[config.mk]
export PLATFORM = sky130hd
export DESIGN_NAME = dpio_top
export DESIGN_NICKNAME = d
export VERILOG_FILES = /design/src/rtl/dpio_pkg.sv /design/src/rtl/dpio_top.sv
export SDC_FILE = /design/constraint.sdc
export NUM_CORES = 1
export LEC_CHECK = 0
export BUFFER_PORTS_ARGS = -buffer_cell sky130_fd_sc_hd__buf_2
export CAP_MARGIN = 10
export CELL_PAD_IN_SITES_DETAIL_PLACEMENT = 0
export CELL_PAD_IN_SITES_GLOBAL_PLACEMENT = 1
export CORE_AREA = 2 2 91 93
export CTS_CLUSTER_SIZE = 28
export DETAILED_ROUTE_END_ITERATION = 8
export DIE_AREA = 0 0 93 95
export PLACE_DENSITY_LB_ADDON = 0.1
export SETUP_SLACK_MARGIN = 0.4
export SYNTH_ARGS = -nofsm -noshare
export SYNTH_HDL_FRONTEND = slang
export SYNTH_SLANG_ARGS = --single-unit
[constraint.sdc]
create_clock -name i_clock -period 1.07 [get_ports i_clock]
set_input_delay 0.214 -clock i_clock [delete_from_list [all_inputs] [get_ports i_clock]]
set_output_delay 0.214 -clock i_clock [all_outputs]
set_load 0.02 [all_outputs]
[src/rtl/dpio_pkg.sv]
// Register map, widths and reset values of the dual port I/O block
package dpio_pkg;
  localparam int unsigned ADDR_W = 8;
  localparam int unsigned DATA_W = 8;
  localparam logic [ADDR_W-1:0] PORT_A_DATA_OFF = 8'h00;
  localparam logic [ADDR_W-1:0] PORT_E_DATA_OFF = 8'h08;
  localparam logic [ADDR_W-1:0] PORT_E_LED_DRIVE_ENABLE_OFF = 8'h0e;
  localparam logic [ADDR_W-1:0] PORT_A_DIRECTION_REGISTER_OFF = 8'h04;
  localparam logic [ADDR_W-1:0] PORT_E_DIRECTION_REGISTER_OFF = 8'h0c;
  localparam logic [DATA_W-1:0] DIR_RESET = 8'h00;
  localparam logic [DATA_W-1:0] LATCH_RESET = 8'h00;
  localparam logic [DATA_W-1:0] LED_RESET = 8'h00;
  localparam logic [DATA_W-1:0] UNMAPPED_READ = 8'h00;
endpackage

[src/rtl/dpio_top.sv]
// Two 8-bit GPIO ports with direction, data latch and port E LED drive
//
// What this block does
// - Port A read returns latch bit where its direction bit is 1.
// - Port A read returns synchronised pin level where direction bit is 0.
// - Port E read returns latch bit where its direction bit is 1.
// - Port E read returns synchronised pin level where direction bit is 0.
// - Data writes always load the latch; input pins still read the pin.
// - Direction 0 releases the pin; direction 1 drives the latch value.
// - Both direction registers are readable and writable at all times.
// - Port E LED enable bit 1 selects high-current sink drive, else standard.
// - LED enable register is 8-bit read/write, cleared to zero on reset.
//
// Strobed register access is this design's own decision.
`timescale 1ns/1ps
module dpio_top (
  // Clock and reset
  input wire logic i_clock,
  input wire logic i_rst_n,
  // Register port
  input wire logic [dpio_pkg::ADDR_W-1:0] i_addr,
  input wire logic [dpio_pkg::DATA_W-1:0] i_wdata,
  input wire logic i_wr,
  input wire logic i_rd,
  output logic [dpio_pkg::DATA_W-1:0] o_rdata,
  // Port A pins
  input wire logic [dpio_pkg::DATA_W-1:0] i_port_a_pin,
  output logic [dpio_pkg::DATA_W-1:0] o_port_a_pin,
  output logic [dpio_pkg::DATA_W-1:0] o_port_a_pin_oe,
  // Port E pins
  input wire logic [dpio_pkg::DATA_W-1:0] i_port_e_pin,
  output logic [dpio_pkg::DATA_W-1:0] o_port_e_pin,
  output logic [dpio_pkg::DATA_W-1:0] o_port_e_pin_oe,
  output logic [dpio_pkg::DATA_W-1:0] o_port_e_led_drive
);
  localparam int unsigned W = dpio_pkg::DATA_W;

  logic [W-1:0] port_a_latch_q;
  logic [W-1:0] port_e_latch_q;
  logic [W-1:0] port_a_direction_q;
  logic [W-1:0] port_e_direction_q;
  logic [W-1:0] led_enable_q;
  logic [W-1:0] a_sync1_q;
  logic [W-1:0] a_sync2_q;
  logic [W-1:0] e_sync1_q;
  logic [W-1:0] e_sync2_q;
  logic [W-1:0] rdata_q;
  logic [W-1:0] rdata_d;

  // Per-bit choice between latch and sensed pin level
  function automatic logic [W-1:0] port_view(input logic [W-1:0] dir,
                                             input logic [W-1:0] latch,
                                             input logic [W-1:0] pin);
    port_view = (dir & latch) | (~dir & pin);
  endfunction

  wire sel_a = i_addr == dpio_pkg::PORT_A_DATA_OFF;
  wire sel_e = i_addr == dpio_pkg::PORT_E_DATA_OFF;
  wire sel_led = i_addr == dpio_pkg::PORT_E_LED_DRIVE_ENABLE_OFF;
  wire sel_dir_a = i_addr == dpio_pkg::PORT_A_DIRECTION_REGISTER_OFF;
  wire sel_dir_e = i_addr == dpio_pkg::PORT_E_DIRECTION_REGISTER_OFF;

  wire [W-1:0] port_a_view = port_view(port_a_direction_q, port_a_latch_q, a_sync2_q);
  wire [W-1:0] port_e_view = port_view(port_e_direction_q, port_e_latch_q, e_sync2_q);

  assign rdata_d = !i_rd ? rdata_q :
                   sel_a ? port_a_view :
                   sel_e ? port_e_view :
                   sel_dir_a ? port_a_direction_q :
                   sel_dir_e ? port_e_direction_q :
                   sel_led ? led_enable_q :
                   dpio_pkg::UNMAPPED_READ;

  // Pin synchronisers
  always_ff @(posedge i_clock or negedge i_rst_n) begin
    if (!i_rst_n) begin
      a_sync1_q <= dpio_pkg::LATCH_RESET;
      a_sync2_q <= dpio_pkg::LATCH_RESET;
      e_sync1_q <= dpio_pkg::LATCH_RESET;
      e_sync2_q <= dpio_pkg::LATCH_RESET;
    end else begin
      a_sync1_q <= i_port_a_pin;
      a_sync2_q <= a_sync1_q;
      e_sync1_q <= i_port_e_pin;
      e_sync2_q <= e_sync1_q;
    end
  end

  // Register writes
  always_ff @(posedge i_clock or negedge i_rst_n) begin
    if (!i_rst_n) begin
      port_a_latch_q <= dpio_pkg::LATCH_RESET;
      port_e_latch_q <= dpio_pkg::LATCH_RESET;
      port_a_direction_q <= dpio_pkg::DIR_RESET;
      port_e_direction_q <= dpio_pkg::DIR_RESET;
      led_enable_q <= dpio_pkg::LED_RESET;
    end else if (i_wr) begin
      if (sel_a) port_a_latch_q <= i_wdata;
      if (sel_e) port_e_latch_q <= i_wdata;
      if (sel_dir_a) port_a_direction_q <= i_wdata;
      if (sel_dir_e) port_e_direction_q <= i_wdata;
      if (sel_led) led_enable_q <= i_wdata;
    end
  end

  // Read data valid one cycle after the strobe, held until the next read
  always_ff @(posedge i_clock or negedge i_rst_n) begin
    if (!i_rst_n) begin
      rdata_q <= dpio_pkg::UNMAPPED_READ;
    end else begin
      rdata_q <= rdata_d;
    end
  end

  assign o_rdata = rdata_q;
  assign o_port_a_pin = port_a_latch_q;
  assign o_port_a_pin_oe = port_a_direction_q;
  assign o_port_e_pin = port_e_latch_q;
  assign o_port_e_pin_oe = port_e_direction_q;
  // High-current sink selection; meaningful only on output pins
  assign o_port_e_led_drive = led_enable_q;
endmodule

==> impl_results.md, run 1 <==
- Status: finished with violations
- Failing checks: hold timing, setup timing
- Post-synth ARST share: 100%
- Req. time, crit path: 860 ps
- Total Routing Usage GR: 19.2%
- Minimum clock period: 1150 ps
- Count leader, synth: dfrtp_1
- Final standard cell area without fillers: 5120 um^2
- Layout Cells excl Fill: 498
- DRC viols: 0
- # setup viols final: 84
- First-pass GRT wire length: 12500 um
- Final period utilization: 107%
- CTS Buf Count: 9
- Clock Power Share: 36.9%
- H-tree levels: 3
- Via count: 2383
- Hpwl dp: 5060 um
- Max FO, Critical Path: 4
- Synth cell types: 25
- Sink Count: 80
- P&R area growth vs syn: 60.0%
- # nets final: 424
- Number of instances in the placed design: 421
- Pin count of the biggest net entering global routing: 33
- Layout cells sized above 1: 59.3%
- Die height: 95 um
- CP Launch Type: register
- EDFF count, synth: 0
- Reg2reg start: o_port_e_pin_oe[4]
- Final GP Congestion: 0.729
- Initial DRC count: 57
- Synth cell count leaders: dfrtp_1, mux2_2, mux2i_1, nand2_1, o22ai_1
- Top FF cell, synth: dfrtp_1
- Most area-consuming cells after synthesis: dfrtp_1, mux2_2, mux2i_1
- Antenna violations before repair: 0
- Reg power frac: 48.9%
- Root Driver: clkbuf_8
- Syn Nets: 259
- Fin. max-slew vios: 0
- WL final: 8110 um
- Final worst-path setup slack: -79.4 ps
- CTS Hold Bufs: 16
- Type of the most critical hold path: primary input to async pin
- Clock transition at path regs: 80 ps
- Vias in the first global route: 2390
- CTS tree: done
- P_sw: 0.00159 W
- Critical path data arrival time: 940 ps
- Worst path bufs/invs: 1
- Dpl cell area: 3940 um^2
- Max Cap Viol: 0
- Clk buf depth: 2
- Input/output buffers: 83
- Critical-path cell list: buf_6
- Die area: 8840 um^2
- Switch share: 23.9%
- #FFs+latches synth: 80
- RSZ-0062 raised after global routing: true
- CP max stage delay: 450 ps
- WS Path Type: register to primary output
- Antenna-violating nets left: 0
- Worst setup EP type: primary output
- Cell family with most CP delay: flip-flops
- Hold WS: -297 ps
- CP max stage cell: dfrtp_2
- Avg Cell Area, Syn: 14.3 um^2
- Synthesized area: 3200 um^2
- Fmax: 870 MHz
- Chip Width: 93 um
- Wirelength per Cell: 16.3 um
- Power Dens Cells: 1300 nW/um^2
- Core area: 7930 um^2
- Worst slew pin tran: 271 ps
- Logic pwr share: 14.2%
- Internal power: 0.00506 W
- Mapped Cells: 223
- Worst r2r dst: o_rdata[4]
- Worst reg-to-reg path cell count: 5
- FP Rows: 33
- LEAKAGE: 2.47 nW
- Initial Utilization: 40.3%
- Seq/Total Area, Yosys: 62.6%
- Fin. Hold Viols: 78
- Share of the synthesized area in the top cell type: 62.6%
- ANT cells: 0
- VDD IR max: 0.000798 V
- I/O pin total: 84
- Clk_lat worst skew: 350 ps
- Vias per inst: 4.79
- Flop-to-flop setup slack: -60 ps
- Worst slew margin: 81.9%
- Worst Skew: 9.07 ps
- YS warnings: 0
- Grt ovf: 0
- Pre-antenna DRT Iters: 4
- Post-synth top area cell: dfrtp_1
-- power by group through the flow --
stage | clock network, W | logic (W) | registers [W]
floorplan | 0 | 0.000242 | 0.00338
global placement | 0 | 0.000640 | 0.00331
detailed placement | 0 | 0.000645 | 0.00331
CTS | 0.00251 | 0.000921 | 0.00325
global route | 0.00267 | 0.00101 | 0.00326
finish | 0.00245 | 0.000947 | 0.00325
-- area by class of cell --
| type | instances | area [um^2] |
|---|---|---|
| fillers | 625 | 2810 |
| flip-flops and latches | 80 | 2020 |
| well taps | 105 | 131 |
| inverters | 1 | 3.75 |
| multi-input cells | 133 | 1230 |
| repair buffers | 163 | 1510 |
| clock buffers | 11 | 141 |
| clock inverters | 5 | 80.1 |
-- stage by stage --
step           hold WS [ps]  util, %  power (W)  TNS [ps]  setup WS, ps
5_1_grt                -307     64.6    0.00695     -5640          -152
4_1_cts                -301     62.9    0.00667     -3330         -89.7
3_3_place_gp           79.6     49.7    0.00395    -16510          -428
2_1_floorplan         -81.6        -    0.00362     -5170          -180
6_report               -297     64.6    0.00665     -3030         -79.4
3_5_place_dp           81.3     49.7    0.00395    -16990          -444
-- logic make-up (layout without fill, tap and decap cells) --
family	Yosys count	count (layout)	share of synthesized area, %
buf+inv	10	180	2.03
flops	80	80	62.6
simple gates	37	37	7.40
compound gates	32	32	6.26
mux	64	64	21.7
-- state kept, by name, summed over array words and instances, names as in the netlist --
name	count
o_rdata	8
o_port_e_led_drive	8
o_port_e_pin	8
a_sync2_q	8
a_sync1_q	8
o_port_e_pin_oe	8
e_sync2_q	8
o_port_a_pin_oe	8
o_port_a_pin	8
e_sync1_q	8
-- how the worst max path moves through the flow --
stage                    endpoint  slack [ps]               start  cells after the start
2_1_floorplan  o_port_e_pin_oe[0]        -180           i_addr[7]                      5
3_3_place_gp   o_port_e_pin_oe[0]        -430           i_addr[7]                      6
3_5_place_dp   o_port_e_pin_oe[0]        -440           i_addr[7]                      6
4_1_cts        o_port_a_pin_oe[4]         -90  o_port_a_pin_oe[4]                      1
5_1_grt                o_rdata[3]        -150  o_port_e_pin_oe[3]                      5
6_report       o_port_e_pin_oe[4]         -80  o_port_e_pin_oe[4]                      1
-- layout by cell type (no fill, tap or decap), drive strengths merged --
master,Yosys,final
dlygate4sd3,0,16
nand3,1,1
nand4,1,1
buf,8,147
a21oi,8,8
nor3,1,1
nand2b,1,1
and4b,1,1
nand2,26,26
clkinv,0,1
mux2,40,40
nor2,4,4
clkbuf,1,11
inv,1,1
dfrtp,80,80
bufinv,0,2
clkinvlp,0,2
mux2i,24,24
nand4b,2,2
a21o,8,8
o22ai,16,16
-- repair_timing --
action,4_1_cts,5_1_grt
resized for setup,113,18
hold endpoints to repair,83,65
pin swaps,24,10
buffers inserted,38,7
endpoints found under the setup margin,96,96
-- per-layer routing --
metal  routed length, um  GRT usage [%]
met1                3630           26.3
met4                  85           6.25
met3                 418           4.55
met2                3980           30.5
met5                   0              0
No activity file was read; power rests on OpenSTA's default activity.
==> run 2: changes to the inputs <==
--- a/config.mk
+++ b/config.mk
@@ -9,10 +9,11 @@
 export CAP_MARGIN = 10
 export CELL_PAD_IN_SITES_DETAIL_PLACEMENT = 0
 export CELL_PAD_IN_SITES_GLOBAL_PLACEMENT = 1
-export CORE_AREA = 2 2 91 93
+export CORE_AREA = 2 2 93 95
 export CTS_CLUSTER_SIZE = 28
 export DETAILED_ROUTE_END_ITERATION = 8
-export DIE_AREA = 0 0 93 95
+export DIE_AREA = 0 0 95 97
+export GPL_TIMING_DRIVEN = 0
 export PLACE_DENSITY_LB_ADDON = 0.1
 export SETUP_SLACK_MARGIN = 0.4
 export SYNTH_ARGS = -nofsm -noshare
==> constraint.sdc (replaced) <==
create_clock -name i_clock -period 1.3 [get_ports i_clock]
set_input_delay 0.26 -clock i_clock [delete_from_list [all_inputs] [get_ports i_clock]]
set_output_delay 0.26 -clock i_clock [all_outputs]
set_load 0.02 [all_outputs]
==> run 2 against run 1 <==
Against the previous run: power is 21% lower; combinational power down 21%; critical path depth is 5 higher; via count barely moved; global-route usage fell by 0.38 points; sequential power shrank 18%; cell count decreased by 2.6%; the run ends with hold timing left; flip-flop and latch count did not move; register-to-register slack improved by 210 ps; critical path type is now primary input to register.
==> impl_results.md, run 2 (synthesis gave the netlist of run 1 again) <==
- Die area: 9220 um^2
- First-pass GRT wire length: 12900 um
- Via count: 2381
- Root Driver: clkbuf_8
- Clock transition at path regs: 80 ps
- Vias in the first global route: 2478
- CP max stage cell: mux2_4
- Reg2reg start: o_port_a_pin_oe[1]
- Hold WS: -152 ps
- Total Routing Usage GR: 18.9%
- Minimum clock period: 1240 ps
- CTS Buf Count: 9
- Initial Utilization: 39.3%
- Flop-to-flop setup slack: 150 ps
- Type of the most critical hold path: primary input to async pin
- WL final: 8290 um
- H-tree levels: 3
- Final Power: 0.00525 W
- Fin. Hold Viols: 29
- Antenna violations before repair: 0
- P&R area growth vs syn: 54.0%
- ANT cells: 0
- CP max stage delay: 360 ps
- Grt ovf: 0
- Chip Width: 95 um
- FP Rows: 33
- Commonest non-fill, non-tap cells in the layout: dfrtp_1, buf_6, buf_4
- VDD IR max: 0.000852 V
- Clk buf depth: 2
- Critical path data arrival time: 1470 ps
- Worst r2r dst: o_rdata[1]
- Clk_lat worst skew: 350 ps
- Fmax: 806 MHz
- WS Path Type: primary input to register
- Core area: 8130 um^2
- # setup viols final: 0
- Antenna-violating nets left: 0
- Failing checks: hold timing
- Input/output buffers: 80
- Initial DRC count: 71
- Pin count of the biggest net entering global routing: 52
- Max Cap Viol: 0
- Status: finished with violations
- Worst slew margin: 70.9%
- Sink Count: 80
- Layout cells sized above 1: 56.3%
- I/O pin total: 84
- Req. time, crit path: 1530 ps
- LEAKAGE: 2.40 nW
- Critical-path cell list: buf_6 > nor2_4 > and4b_1 > buf_6 > nand4b_4 > mux2_4
- Final GP Congestion: 0.711
- DRC viols: 0
- Worst slew pin tran: 437 ps
- RSZ-0062 raised after global routing: true
- Final period utilization: 95.5%
- CP Launch Type: primary input
- Vias per inst: 4.91
- Hpwl dp: 5010 um
- Worst reg-to-reg path cell count: 5
- CTS Hold Bufs: 13
- CTS tree: done
- Fin. max-slew vios: 0
- Max FO, Critical Path: 8
- Die height: 97 um
- # nets final: 411
- Worst Skew: 12.6 ps
- Final Core Density: 60.6%
- Worst setup EP type: register
- Most common cell after layout, fill and taps aside: dfrtp_1
- Most frequent cell on the critical path: buf_6
- Power Dens Cells: 1070 nW/um^2
- Pre-antenna DRT Iters: 4
- Wirelength per Cell: 17.1 um
[run 2: changes by cell type in the layout (fill, tap and decap cells not counted), moves of 3 or more]
cell | before | now
dfrtp_1 | 65 | 76
mux2_2 | 28 | 37
buf_12 | 6 | 1
buf_4 | 46 | 40
dlygate4sd3_1 | 16 | 13
mux2_4 | 12 | 3
dfrtp_2 | 15 | 4
[run 2: worst max-delay path: cells and delay by family]
family | cells | cell delay [ps]
muxes | 1 | 360
and+or+nand+nor | 3 | 580
buffers and inverters | 2 | 260
[run 2: where the power goes]
part | switching [W] | internal, W | total, W
registers | 0.0000658 | 0.00260 | 0.00266
logic | 0.000350 | 0.000398 | 0.000747
clock network | 0.000893 | 0.000945 | 0.00184
[run 2: per-stage QoR]
step	TNS, ps	std cells	hold slack [ps]	instance area, um^2	worst slack [ps]
after floorplan	0	223	-35.6	3280	4.47
after global placement	-61760	408	332	3810	-789
after detailed placement	-9930	409	227	3840	-280
after CTS	0	482	-164	4870	101
after global routing	0	485	-142	4930	33.2
final	0	485	-152	4930	58.6
[run 2: worst max path at each step]
stage,startpoint,to,cells after the start
2_1_floorplan,i_addr[7],o_port_e_pin_oe[0],5
3_3_place_gp,i_rst_n,o_port_e_pin_oe[7],1
3_5_place_dp,i_addr[7],o_port_e_pin_oe[0],6
4_1_cts,o_rdata[6],o_rdata[6],1
5_1_grt,i_addr[6],o_port_e_pin_oe[3],6
6_report,i_addr[6],o_port_e_pin_oe[0],6
[run 2: layout make-up]
class,instances,area (um^2)
plain buffers,9,110
clock buffers,12,145
clock inverters,4,53.8
fillers,676,3210
inverters,1,3.75
multi-input cells,133,1210
flip-flops and latches,80,2010
well taps,105,131
repair buffers,141,1260
[run 2: per-layer routing]
| metal | vias to the layer above | GRT usage [%] | routed length, um |
|---|---|---|---|
| li1 | 1105 | - | - |
| met2 | 74 | 28.5 | 3930 |
| met1 | 1190 | 26.5 | 3810 |
| met5 | - | 0 | 0 |
| met3 | 12 | 3.50 | 383 |
| met4 | 0 | 8.14 | 170 |
[run 2: repair_timing]
action / in CTS / in global routing
endpoints found under the hold margin: 42 / 29
setup buffers: 44 / 3
pin swaps: 21 / 3
gates resized for setup: 110 / 10
setup endpoints to repair: 96 / 96
